<file path="src/inc/pbc_defines.svh">
// Register map, field positions, reset values and switch timing of the loop
// clock controller. Assumes a 32-bit APB slave with byte addresses.
`ifndef PBC_DEFINES_SVH
`define PBC_DEFINES_SVH

`define PBC_OFS_CONTROL    8'h00
`define PBC_OFS_BANDWIDTH  8'h04
`define PBC_OFS_PROGRAM    8'h08

`define PBC_CTL_IRQ_EN     7
`define PBC_CTL_FLAG       6
`define PBC_CTL_LOOP_ON    5
`define PBC_CTL_BASE_SEL   4
`define PBC_CTL_UNUSED     4'hF

`define PBC_BW_AUTO        7
`define PBC_BW_LOCK        6

`define PBC_PRG_MUL_HI     7
`define PBC_PRG_MUL_LO     4
`define PBC_PRG_RNG_HI     3
`define PBC_PRG_RNG_LO     0

`define PBC_RST_MUL        4'h6
`define PBC_RST_RANGE      4'h6
`define PBC_MUL_ONE        4'h1
`define PBC_SWITCH_EDGES   3

`endif

</file>
<file path="src/inc/pbc_pkg.sv">
// Types shared by the loop clock controller.
// Assumes pbc_defines.svh supplies the numeric constants.
package pbc_pkg;

    typedef enum logic [0:0] {
        PBC_RUN,
        PBC_SWITCH
    } pbc_state_e;

endpackage

</file>
<file path="src/logic/pbc_clock_selector.sv">
// Loop clock control: programming fields, loop/select interlocks, lock flag,
// and glitch-free base clock selection with divide-by-two output.
// Assumes crystal and VCO clocks arrive as inputs synchronous to clock,
// each well below half the 200 MHz system rate.
//
// Chosen here: the address map and the APB register port.
`timescale 1ns/1ps
`include "pbc_defines.svh"

// Functional notes
// (RQ1) A zero multiplier field drives the feedback divider as one.
// (RQ2) Zero range factor keeps the loop disabled and VCO unselectable.
// (RQ3) Zero range factor forces the crystal clock as base source.
// (RQ4) Multiplier lives in programming register bits 7 to 4, binary.
// (RQ5) Range factor lives in programming register bits 3 to 0, binary.
// (RQ6) Source change waits three crystal and three VCO edges, output frozen.
// (RQ7) Selected clock is divided by two after the transition control.
// (RQ8) Base clock output has 50% duty, half the selected clock rate.
// (RQ9) Base select bit: one picks VCO clock, zero picks crystal clock.
// (RQ10) VCO cannot be selected while the loop-on bit is clear.
// (RQ11) Loop-on cannot be cleared while the VCO is selected.
// (RQ12) Each interlock is judged against prior state; two writes needed.
// (RQ13) Enabled lock-change flag raises the CPU interrupt request.
// (RQ14) Lock interrupt enable ignores writes, reads zero, when auto off.
// (RQ15) Reset clears the lock interrupt enable.
// (RQ16) Oscillator enable input gates both crystal oscillator and loop.
// (RQ17) Interrupt output comes from lock-change flag qualified by enable.
// (RQ18) Lock flag sets on every lock toggle, clears on control read. Code sets it only on toggles in auto bandwidth mode.
// (RQ19) Reset and stop request clear the base select bit.
// (RQ20) Reset sets the loop-on bit.
// (RQ21) Multiplier and range fields ignore writes while loop is on.
// (RQ22) Lock indication and VCO clock come in from the analog loop.
// (RQ23) Outgoing clock stops low before the incoming one is released.
module pbc_clock_selector
    import pbc_pkg::*;
#(
    parameter int ADDR_W       = 8,
    parameter int SWITCH_EDGES = `PBC_SWITCH_EDGES
) (
    input  wire logic              clock,
    input  wire logic              sys_rst,
    input  wire logic              psel,
    input  wire logic              penable,
    input  wire logic              pwrite,
    input  wire logic [ADDR_W-1:0] paddr,
    input  wire logic [31:0]       pwdata,
    output logic      [31:0]       prdata,
    output logic                   pready,
    output logic                   pslverr,
    input  wire logic              crystalClock,
    input  wire logic              vcoClock,
    input  wire logic              lockIn,
    input  wire logic              oscEnableIn,
    input  wire logic              stopReq,
    output logic                   baseClockOut,
    output logic                   oscRun,
    output logic                   loopRun,
    output logic      [3:0]        feedbackDiv,
    output logic      [3:0]        rangeFactor,
    output logic                   vcoActive,
    output logic                   clockgenIrq
);

    // Two-bit edge counters and a four-bit offset decode bound these values
    if (SWITCH_EDGES < 1 || SWITCH_EDGES > 3 || ADDR_W < 4) begin : g_bad_params
        $error("pbc_clock_selector: unsupported parameter values");
    end

    ////////////////////////////////////////////////////////////////////////////
    // APB slave

    logic        pready_q;
    logic [31:0] prdata_q;
    logic        pslverr_q;
    logic        irqEn_q;
    logic        lockFlag_q;
    logic        loopOn_q;
    logic        baseSel_q;
    logic        autoBw_q;
    logic        lockPrev_q;
    logic [3:0]  mul_q;
    logic [3:0]  range_q;

    logic        access;
    logic        wrCtrl;
    logic        wrBw;
    logic        wrProg;
    logic        rdCtrl;
    logic        mapped;
    logic        lockToggle;
    logic [7:0]  ctrlView;
    logic [7:0]  bwView;

    assign access     = psel && penable && pready_q;
    assign mapped     = paddr == ADDR_W'(`PBC_OFS_CONTROL) ||
                        paddr == ADDR_W'(`PBC_OFS_BANDWIDTH) ||
                        paddr == ADDR_W'(`PBC_OFS_PROGRAM);
    assign wrCtrl     = access && pwrite && paddr == ADDR_W'(`PBC_OFS_CONTROL);
    assign wrBw       = access && pwrite && paddr == ADDR_W'(`PBC_OFS_BANDWIDTH);
    assign wrProg     = access && pwrite && paddr == ADDR_W'(`PBC_OFS_PROGRAM);
    assign rdCtrl     = access && !pwrite && paddr == ADDR_W'(`PBC_OFS_CONTROL);
    assign lockToggle = autoBw_q && (lockIn != lockPrev_q);

    // Flag and enable read as zero in manual bandwidth mode
    always_comb begin
        ctrlView                    = {4'h0, `PBC_CTL_UNUSED};
        ctrlView[`PBC_CTL_IRQ_EN]   = irqEn_q && autoBw_q;  // see (RQ14)
        ctrlView[`PBC_CTL_FLAG]     = lockFlag_q && autoBw_q;
        ctrlView[`PBC_CTL_LOOP_ON]  = loopOn_q;
        ctrlView[`PBC_CTL_BASE_SEL] = baseSel_q;
        bwView                      = 8'h00;
        bwView[`PBC_BW_AUTO]        = autoBw_q;
        bwView[`PBC_BW_LOCK]        = autoBw_q && lockIn;
    end

    // Ready from the first cycle of the access phase, data registered alongside
    always_ff @(posedge clock) begin
        if (sys_rst) begin
            pready_q  <= 1'b0;
            prdata_q  <= 32'h0000_0000;
            pslverr_q <= 1'b0;
        end else begin
            pready_q  <= psel && !penable && !pready_q;
            pslverr_q <= psel && !penable && !mapped;
            if (psel && !penable && !pwrite) begin
                if (paddr == ADDR_W'(`PBC_OFS_CONTROL)) begin
                    prdata_q <= {24'h00_0000, ctrlView};
                end else if (paddr == ADDR_W'(`PBC_OFS_BANDWIDTH)) begin
                    prdata_q <= {24'h00_0000, bwView};
                end else if (paddr == ADDR_W'(`PBC_OFS_PROGRAM)) begin
                    prdata_q <= {24'h00_0000, mul_q, range_q};  // see (RQ4) see (RQ5)
                end else begin
                    prdata_q <= 32'h0000_0000;
                end
            end
        end
    end

    ////////////////////////////////////////////////////////////////////////////
    // Control register with interlocks

    // Interlocks use prior state, so one write cannot both start the loop and
    // pick the VCO, nor drop the VCO and stop the loop
    always_ff @(posedge clock) begin
        if (sys_rst) begin
            loopOn_q  <= 1'b1;  // see (RQ20)
            baseSel_q <= 1'b0;  // see (RQ19)
        end else begin
            if (wrCtrl && !(baseSel_q && !pwdata[`PBC_CTL_LOOP_ON])) begin
                loopOn_q <= pwdata[`PBC_CTL_LOOP_ON];  // see (RQ11) see (RQ12)
            end
            if (stopReq || range_q == 4'h0) begin
                baseSel_q <= 1'b0;  // see (RQ3) see (RQ19)
            end else if (wrCtrl) begin
                baseSel_q <= pwdata[`PBC_CTL_BASE_SEL] && loopOn_q;  // see (RQ9) see (RQ10)
            end
        end
    end

    always_ff @(posedge clock) begin
        if (sys_rst) begin
            irqEn_q <= 1'b0;  // see (RQ15)
        end else if (!autoBw_q) begin
            irqEn_q <= 1'b0;  // see (RQ14)
        end else if (wrCtrl) begin
            irqEn_q <= pwdata[`PBC_CTL_IRQ_EN];
        end
    end

    always_ff @(posedge clock) begin
        if (sys_rst) begin
            autoBw_q <= 1'b0;
        end else if (wrBw) begin
            autoBw_q <= pwdata[`PBC_BW_AUTO];
        end
    end

    // A toggle in the same cycle as the clearing read wins; only a flag that
    // the read has reported is cleared, so a toggle after setup is kept
    always_ff @(posedge clock) begin
        if (sys_rst) begin
            lockPrev_q <= 1'b0;
            lockFlag_q <= 1'b0;
        end else begin
            lockPrev_q <= lockIn;  // see (RQ22)
            if (lockToggle) begin
                lockFlag_q <= 1'b1;  // see (RQ18)
            end else if ((rdCtrl && prdata_q[`PBC_CTL_FLAG]) || !autoBw_q) begin
                lockFlag_q <= 1'b0;  // see (RQ18)
            end
        end
    end

    always_ff @(posedge clock) begin
        if (sys_rst) begin
            mul_q   <= `PBC_RST_MUL;
            range_q <= `PBC_RST_RANGE;
        end else if (wrProg && !loopOn_q) begin
            mul_q   <= pwdata[`PBC_PRG_MUL_HI:`PBC_PRG_MUL_LO];  // see (RQ4) see (RQ21)
            range_q <= pwdata[`PBC_PRG_RNG_HI:`PBC_PRG_RNG_LO];  // see (RQ5) see (RQ21)
        end
    end

    ////////////////////////////////////////////////////////////////////////////
    // Loop outputs and interrupt

    logic       oscRun_q;
    logic       loopRun_q;
    logic [3:0] feedbackDiv_q;
    logic       irq_q;

    always_ff @(posedge clock) begin
        if (sys_rst) begin
            oscRun_q      <= 1'b0;
            loopRun_q     <= 1'b0;
            feedbackDiv_q <= `PBC_RST_MUL;
            irq_q         <= 1'b0;
        end else begin
            oscRun_q      <= oscEnableIn;  // see (RQ16)
            loopRun_q     <= oscEnableIn && loopOn_q && range_q != 4'h0;  // see (RQ2) see (RQ16)
            feedbackDiv_q <= (mul_q == 4'h0) ? `PBC_MUL_ONE : mul_q;  // see (RQ1)
            irq_q         <= lockFlag_q && irqEn_q && autoBw_q;  // see (RQ13) see (RQ17)
        end
    end

    ////////////////////////////////////////////////////////////////////////////
    // Transition control and divide-by-two

    pbc_state_e state_q;
    logic       xPrev_q;
    logic       vPrev_q;
    logic [1:0] xCnt_q;
    logic [1:0] vCnt_q;
    logic       activeSel_q;
    logic       base_q;
    logic       xEdge;
    logic       vEdge;
    logic       selEdge;
    logic       xDone;
    logic       vDone;

    // A stopped source counts as done so a dead VCO cannot hang the switch
    assign xEdge   = oscRun_q && crystalClock && !xPrev_q;
    assign vEdge   = loopRun_q && vcoClock && !vPrev_q;
    assign selEdge = activeSel_q ? vEdge : xEdge;
    assign xDone   = xCnt_q == 2'(SWITCH_EDGES) || !oscRun_q;
    assign vDone   = vCnt_q == 2'(SWITCH_EDGES) || !loopRun_q;

    always_ff @(posedge clock) begin
        if (sys_rst) begin
            xPrev_q <= 1'b0;
            vPrev_q <= 1'b0;
        end else begin
            xPrev_q <= crystalClock;
            vPrev_q <= vcoClock;  // see (RQ22)
        end
    end

    always_ff @(posedge clock) begin
        if (sys_rst) begin
            state_q     <= PBC_RUN;
            activeSel_q <= 1'b0;
            xCnt_q      <= 2'h0;
            vCnt_q      <= 2'h0;
        end else begin
            unique case (state_q)
                PBC_RUN: begin
                    // Leave only once the output sits low, so no runt pulse
                    if (baseSel_q != activeSel_q && !base_q) begin
                        state_q <= PBC_SWITCH;  // see (RQ23)
                        xCnt_q  <= 2'h0;
                        vCnt_q  <= 2'h0;
                    end
                end
                PBC_SWITCH: begin
                    if (xEdge && !xDone) begin
                        xCnt_q <= xCnt_q + 2'h1;  // see (RQ6)
                    end
                    if (vEdge && !vDone) begin
                        vCnt_q <= vCnt_q + 2'h1;  // see (RQ6)
                    end
                    if (baseSel_q == activeSel_q) begin
                        state_q <= PBC_RUN;
                    end else if (xDone && vDone) begin
                        activeSel_q <= baseSel_q;  // see (RQ23)
                        state_q     <= PBC_RUN;
                    end
                end
            endcase
        end
    end

    // Toggling on each source rising edge gives half rate with 50% duty
    always_ff @(posedge clock) begin
        if (sys_rst) begin
            base_q <= 1'b0;
        end else if (state_q == PBC_RUN && selEdge
                     && !(baseSel_q != activeSel_q && !base_q)) begin
            base_q <= !base_q;  // see (RQ7) see (RQ8)
        end
    end

    ////////////////////////////////////////////////////////////////////////////
    // Outputs

    assign prdata       = prdata_q;
    assign pready       = pready_q;
    assign pslverr      = pslverr_q;
    assign baseClockOut = base_q;
    assign oscRun       = oscRun_q;
    assign loopRun      = loopRun_q;
    assign feedbackDiv  = feedbackDiv_q;
    assign rangeFactor  = range_q;
    assign vcoActive    = activeSel_q;
    assign clockgenIrq  = irq_q;
endmodule

</file>
<file path="config.mk">
export PLATFORM = sky130hd
export DESIGN_NAME = pbc_clock_selector
export DESIGN_NICKNAME = d
export VERILOG_FILES = /design/src/inc/pbc_pkg.sv /design/src/logic/pbc_clock_selector.sv
export VERILOG_INCLUDE_DIRS = /design/src /design/src/inc
export SDC_FILE = /design/constraint.sdc
export NUM_CORES = 1
export LEC_CHECK = 0
export BUFFER_PORTS_ARGS = -buffer_cell sky130_fd_sc_hd__clkbuf_2
export CORE_UTILIZATION = 26
export CTS_CLUSTER_SIZE = 14
export DETAILED_ROUTE_END_ITERATION = 8
export PLACE_DENSITY = 0.55
export SYNTH_ARGS = -nofsm -noshare
export SYNTH_HDL_FRONTEND = slang
export SYNTH_SLANG_ARGS = --single-unit
</file>
<file path="constraint.sdc">
create_clock -name clock -period 2.6 [get_ports clock]
set_input_delay 0.39 -clock clock [delete_from_list [all_inputs] [get_ports clock]]
set_output_delay 0.39 -clock clock [all_outputs]
set_load 0.01 [all_outputs]
</file>
==> out/results.ini <==
[final_layout]
num-fill-cells=792
area_delta_synth_final_pct=20.1
layout.nets=313
diodes=0
drive_gt1_frac=0.267
finalNonFillerCells=361

[die]
die_h_um=88.5
die_w_um=88.5
initial_core_util=0.268
core_sq_um=7250
dieArea_sq_um=7840
num_rows=31
ios=97

[worst_hold_path]
min_to=rangeFactor[3]
min_from=pwdata[3]
min_path_type=input port to flop
min_path_cells=3

[logic_synthesis]
avgSynthCellArea_sq_um=9.27
netlist_top_cells_area=dfxtp_1 (41%), buf_4 (9.3%), mux2i_1 (6.7%)
synthFlopType=dfxtp_1
synth_common_cells=dfxtp_1 (40), buf_4 (24), nor2_1 (16), nor2b_1 (14)
yosysTopAreaCell=dfxtp_1
synth-seq-cells=40
syn_inst=210
synth_top_area_frac=0.411
ys_seq_area_frac=0.411
synth_edf_count=0
netlist_area_sq_um=1950
yosysMostFrequentCell=dfxtp_1
yosysWarningCount=0
synthArstFlopShare=0
synth.distinct_cells=42

[clock_tree]
insertion_delay_ns=0.30
cts_tree=yes
hold_buffers=0
cts_setup_buffers=0
cts_root_buf=clkbuf_8
cts_resized=0
htreeDepth=2
clk_pin_slew_ns=0.08
cts.sinks=40
cts_buffers=5
cts_buffer_depth=2

[timing]
hold_violations=0
fin_skew_ns=0.00793
hold_ws_ns=0.321
fin_tns_setup_ns=0
finalSetupViolations=0
finalMaxSlewViolations=0
fin_crit_ns=1.73
finalCritPeriodShare=0.667
fmax_ghz=0.577
rsz0062_at_grt=false

[global_route]
globalRouteTotalUtil=0.116
grt_pass1_wl_mm=6.80
grt_remaining_overflow=0
antenna_found_initial=0
grt_max_degree=26
grt_pass1_vias=1442

[worst_setup_path]
r2r.worst_path.cells=4
cp.arrival_ns=1.97
start_kind=input port
path_class=input port to flop
rr_endpoint=rangeFactor[3]
cp.required_ns=2.83
crit_start=paddr[5]
timing.rr.start=loopOn_q
cp-end-kind=flop
rrSetupSlack_ns=0.95
cp_max_fo=10

[pwr]
peakVddDrop_mv=0.168
p_leak_nw=1.00
power_density_nw_per_um2=546

[drt]
avgViaCountPerCell=4.42
wl_per_cell_um=12.0
antenna_left=0
drt_iter0_markers=46
drc=0
vias=1597
dr.pass1.iters=4
drt-total-wl_mm=4.33

[place]
post-place-cells=353
place.gp.congestion=0.766
port_buffers=48
dpl.hpwl_mm=3.23

[run_status]
status=finished, final reports clean

[job]
maxCapViolCount=0

## metal layers
metal  up-vias  part of all wire  track usage
met5         -                 0            0
met3         8             0.057       0.0317
li1        795                 -            -
met2        59              0.44        0.181
met4         0             0.016       0.0440
met1       735              0.49        0.152
## through the flow
step	util	worst slack (ns)	total power, W	instance area [sq um]
CTS	0.322	0.864	0.00129	2340
detailed placement	0.306	0.553	0.000739	2220
global placement	0.306	0.560	0.000738	2220
finish	0.322	0.866	0.00128	2340
global route	0.322	0.758	0.00132	2340
floorplan	-	0.702	0.000724	2030
## worst max-delay path by stage
| stage | end | slack (ns) | cells after the start |
|---|---|---|---|
| after CTS | rangeFactor[3] | 0.86 | 5 |
| after global placement | mul_q[0] | 0.56 | 5 |
| after global routing | rangeFactor[0] | 0.76 | 5 |
| final | rangeFactor[3] | 0.87 | 5 |
| after floorplan | mul_q[0] | 0.70 | 4 |
| after detailed placement | rangeFactor[3] | 0.55 | 5 |
## power breakdown
group / internal [W] / switching [W] / total [W]
Sequential: 0.000618 / 0.00000455 / 0.000623
Clock: 0.000314 / 0.000238 / 0.000552
Combinational: 0.0000367 / 0.0000643 / 0.000101
Total: 0.000969 / 0.000307 / 0.00128
## sequential cells by signal (all words and copies together) (netlist names)
name,cells
prdata,8
feedbackDiv,4
mul_q,4
rangeFactor,4
vCnt_q,2
xCnt_q,2
autoBw_q,1
baseClockOut,1
baseSel_q,1
clockgenIrq,1
irqEn_q,1
lockFlag_q,1
lockPrev_q,1
loopOn_q,1
loopRun,1
oscRun,1
pready,1
pslverr,1
state_q,1
vPrev_q,1
vcoActive,1
xPrev_q,1
## critical path: stages
cell and delay, ns:
clkbuf_2 0.08, or4_4 0.62, nor4_4 0.45, buf_4 0.24
mux2i_1 0.18
## area by class of cell
type | instances | area [sq um] | area share
clock buffer | 6 | 82.6 | 0.0353
inverter | 8 | 30.0 | 0.0128
multi-input combinational | 153 | 985 | 0.421
tap | 99 | 124 | 0.0530
sequential | 40 | 801 | 0.342
clock inverter | 2 | 38.8 | 0.0166
timing repair buffer | 53 | 278 | 0.119
## layout by cell type, fill, tap and decap left out, types with 6 or more instances in the layout
master    synthesis  layout
clkbuf_2          0      48
inv_1             8       8
dfxtp_1          40      40
nor2b_1          14      14
mux2i_1          13      13
nand2b_1          9       9
a22o_1            8       8
clkbuf_8          0       6
nor2_1           16      16
nand2_1          13      13
conb_1            1      24
## cells by family (layout without fill, tap and decap cells)
| kind of cell | after synthesis | in the layout | synth area share |
|---|---|---|---|
| AOI/OAI and AO/OA | 24 | 24 | 0.0996 |
| xor gates and xnor gates | 2 | 2 | 0.00900 |
| and+or+nand+nor | 86 | 86 | 0.260 |
| muxes | 15 | 15 | 0.0784 |
| other | 1 | 24 | 0.00193 |
| buffers and inverters | 40 | 69 | 0.127 |
| DFF | 40 | 40 | 0.411 |
| adders and majority gates | 2 | 2 | 0.0129 |
Note: power is estimated with default switching activity, not from simulation.
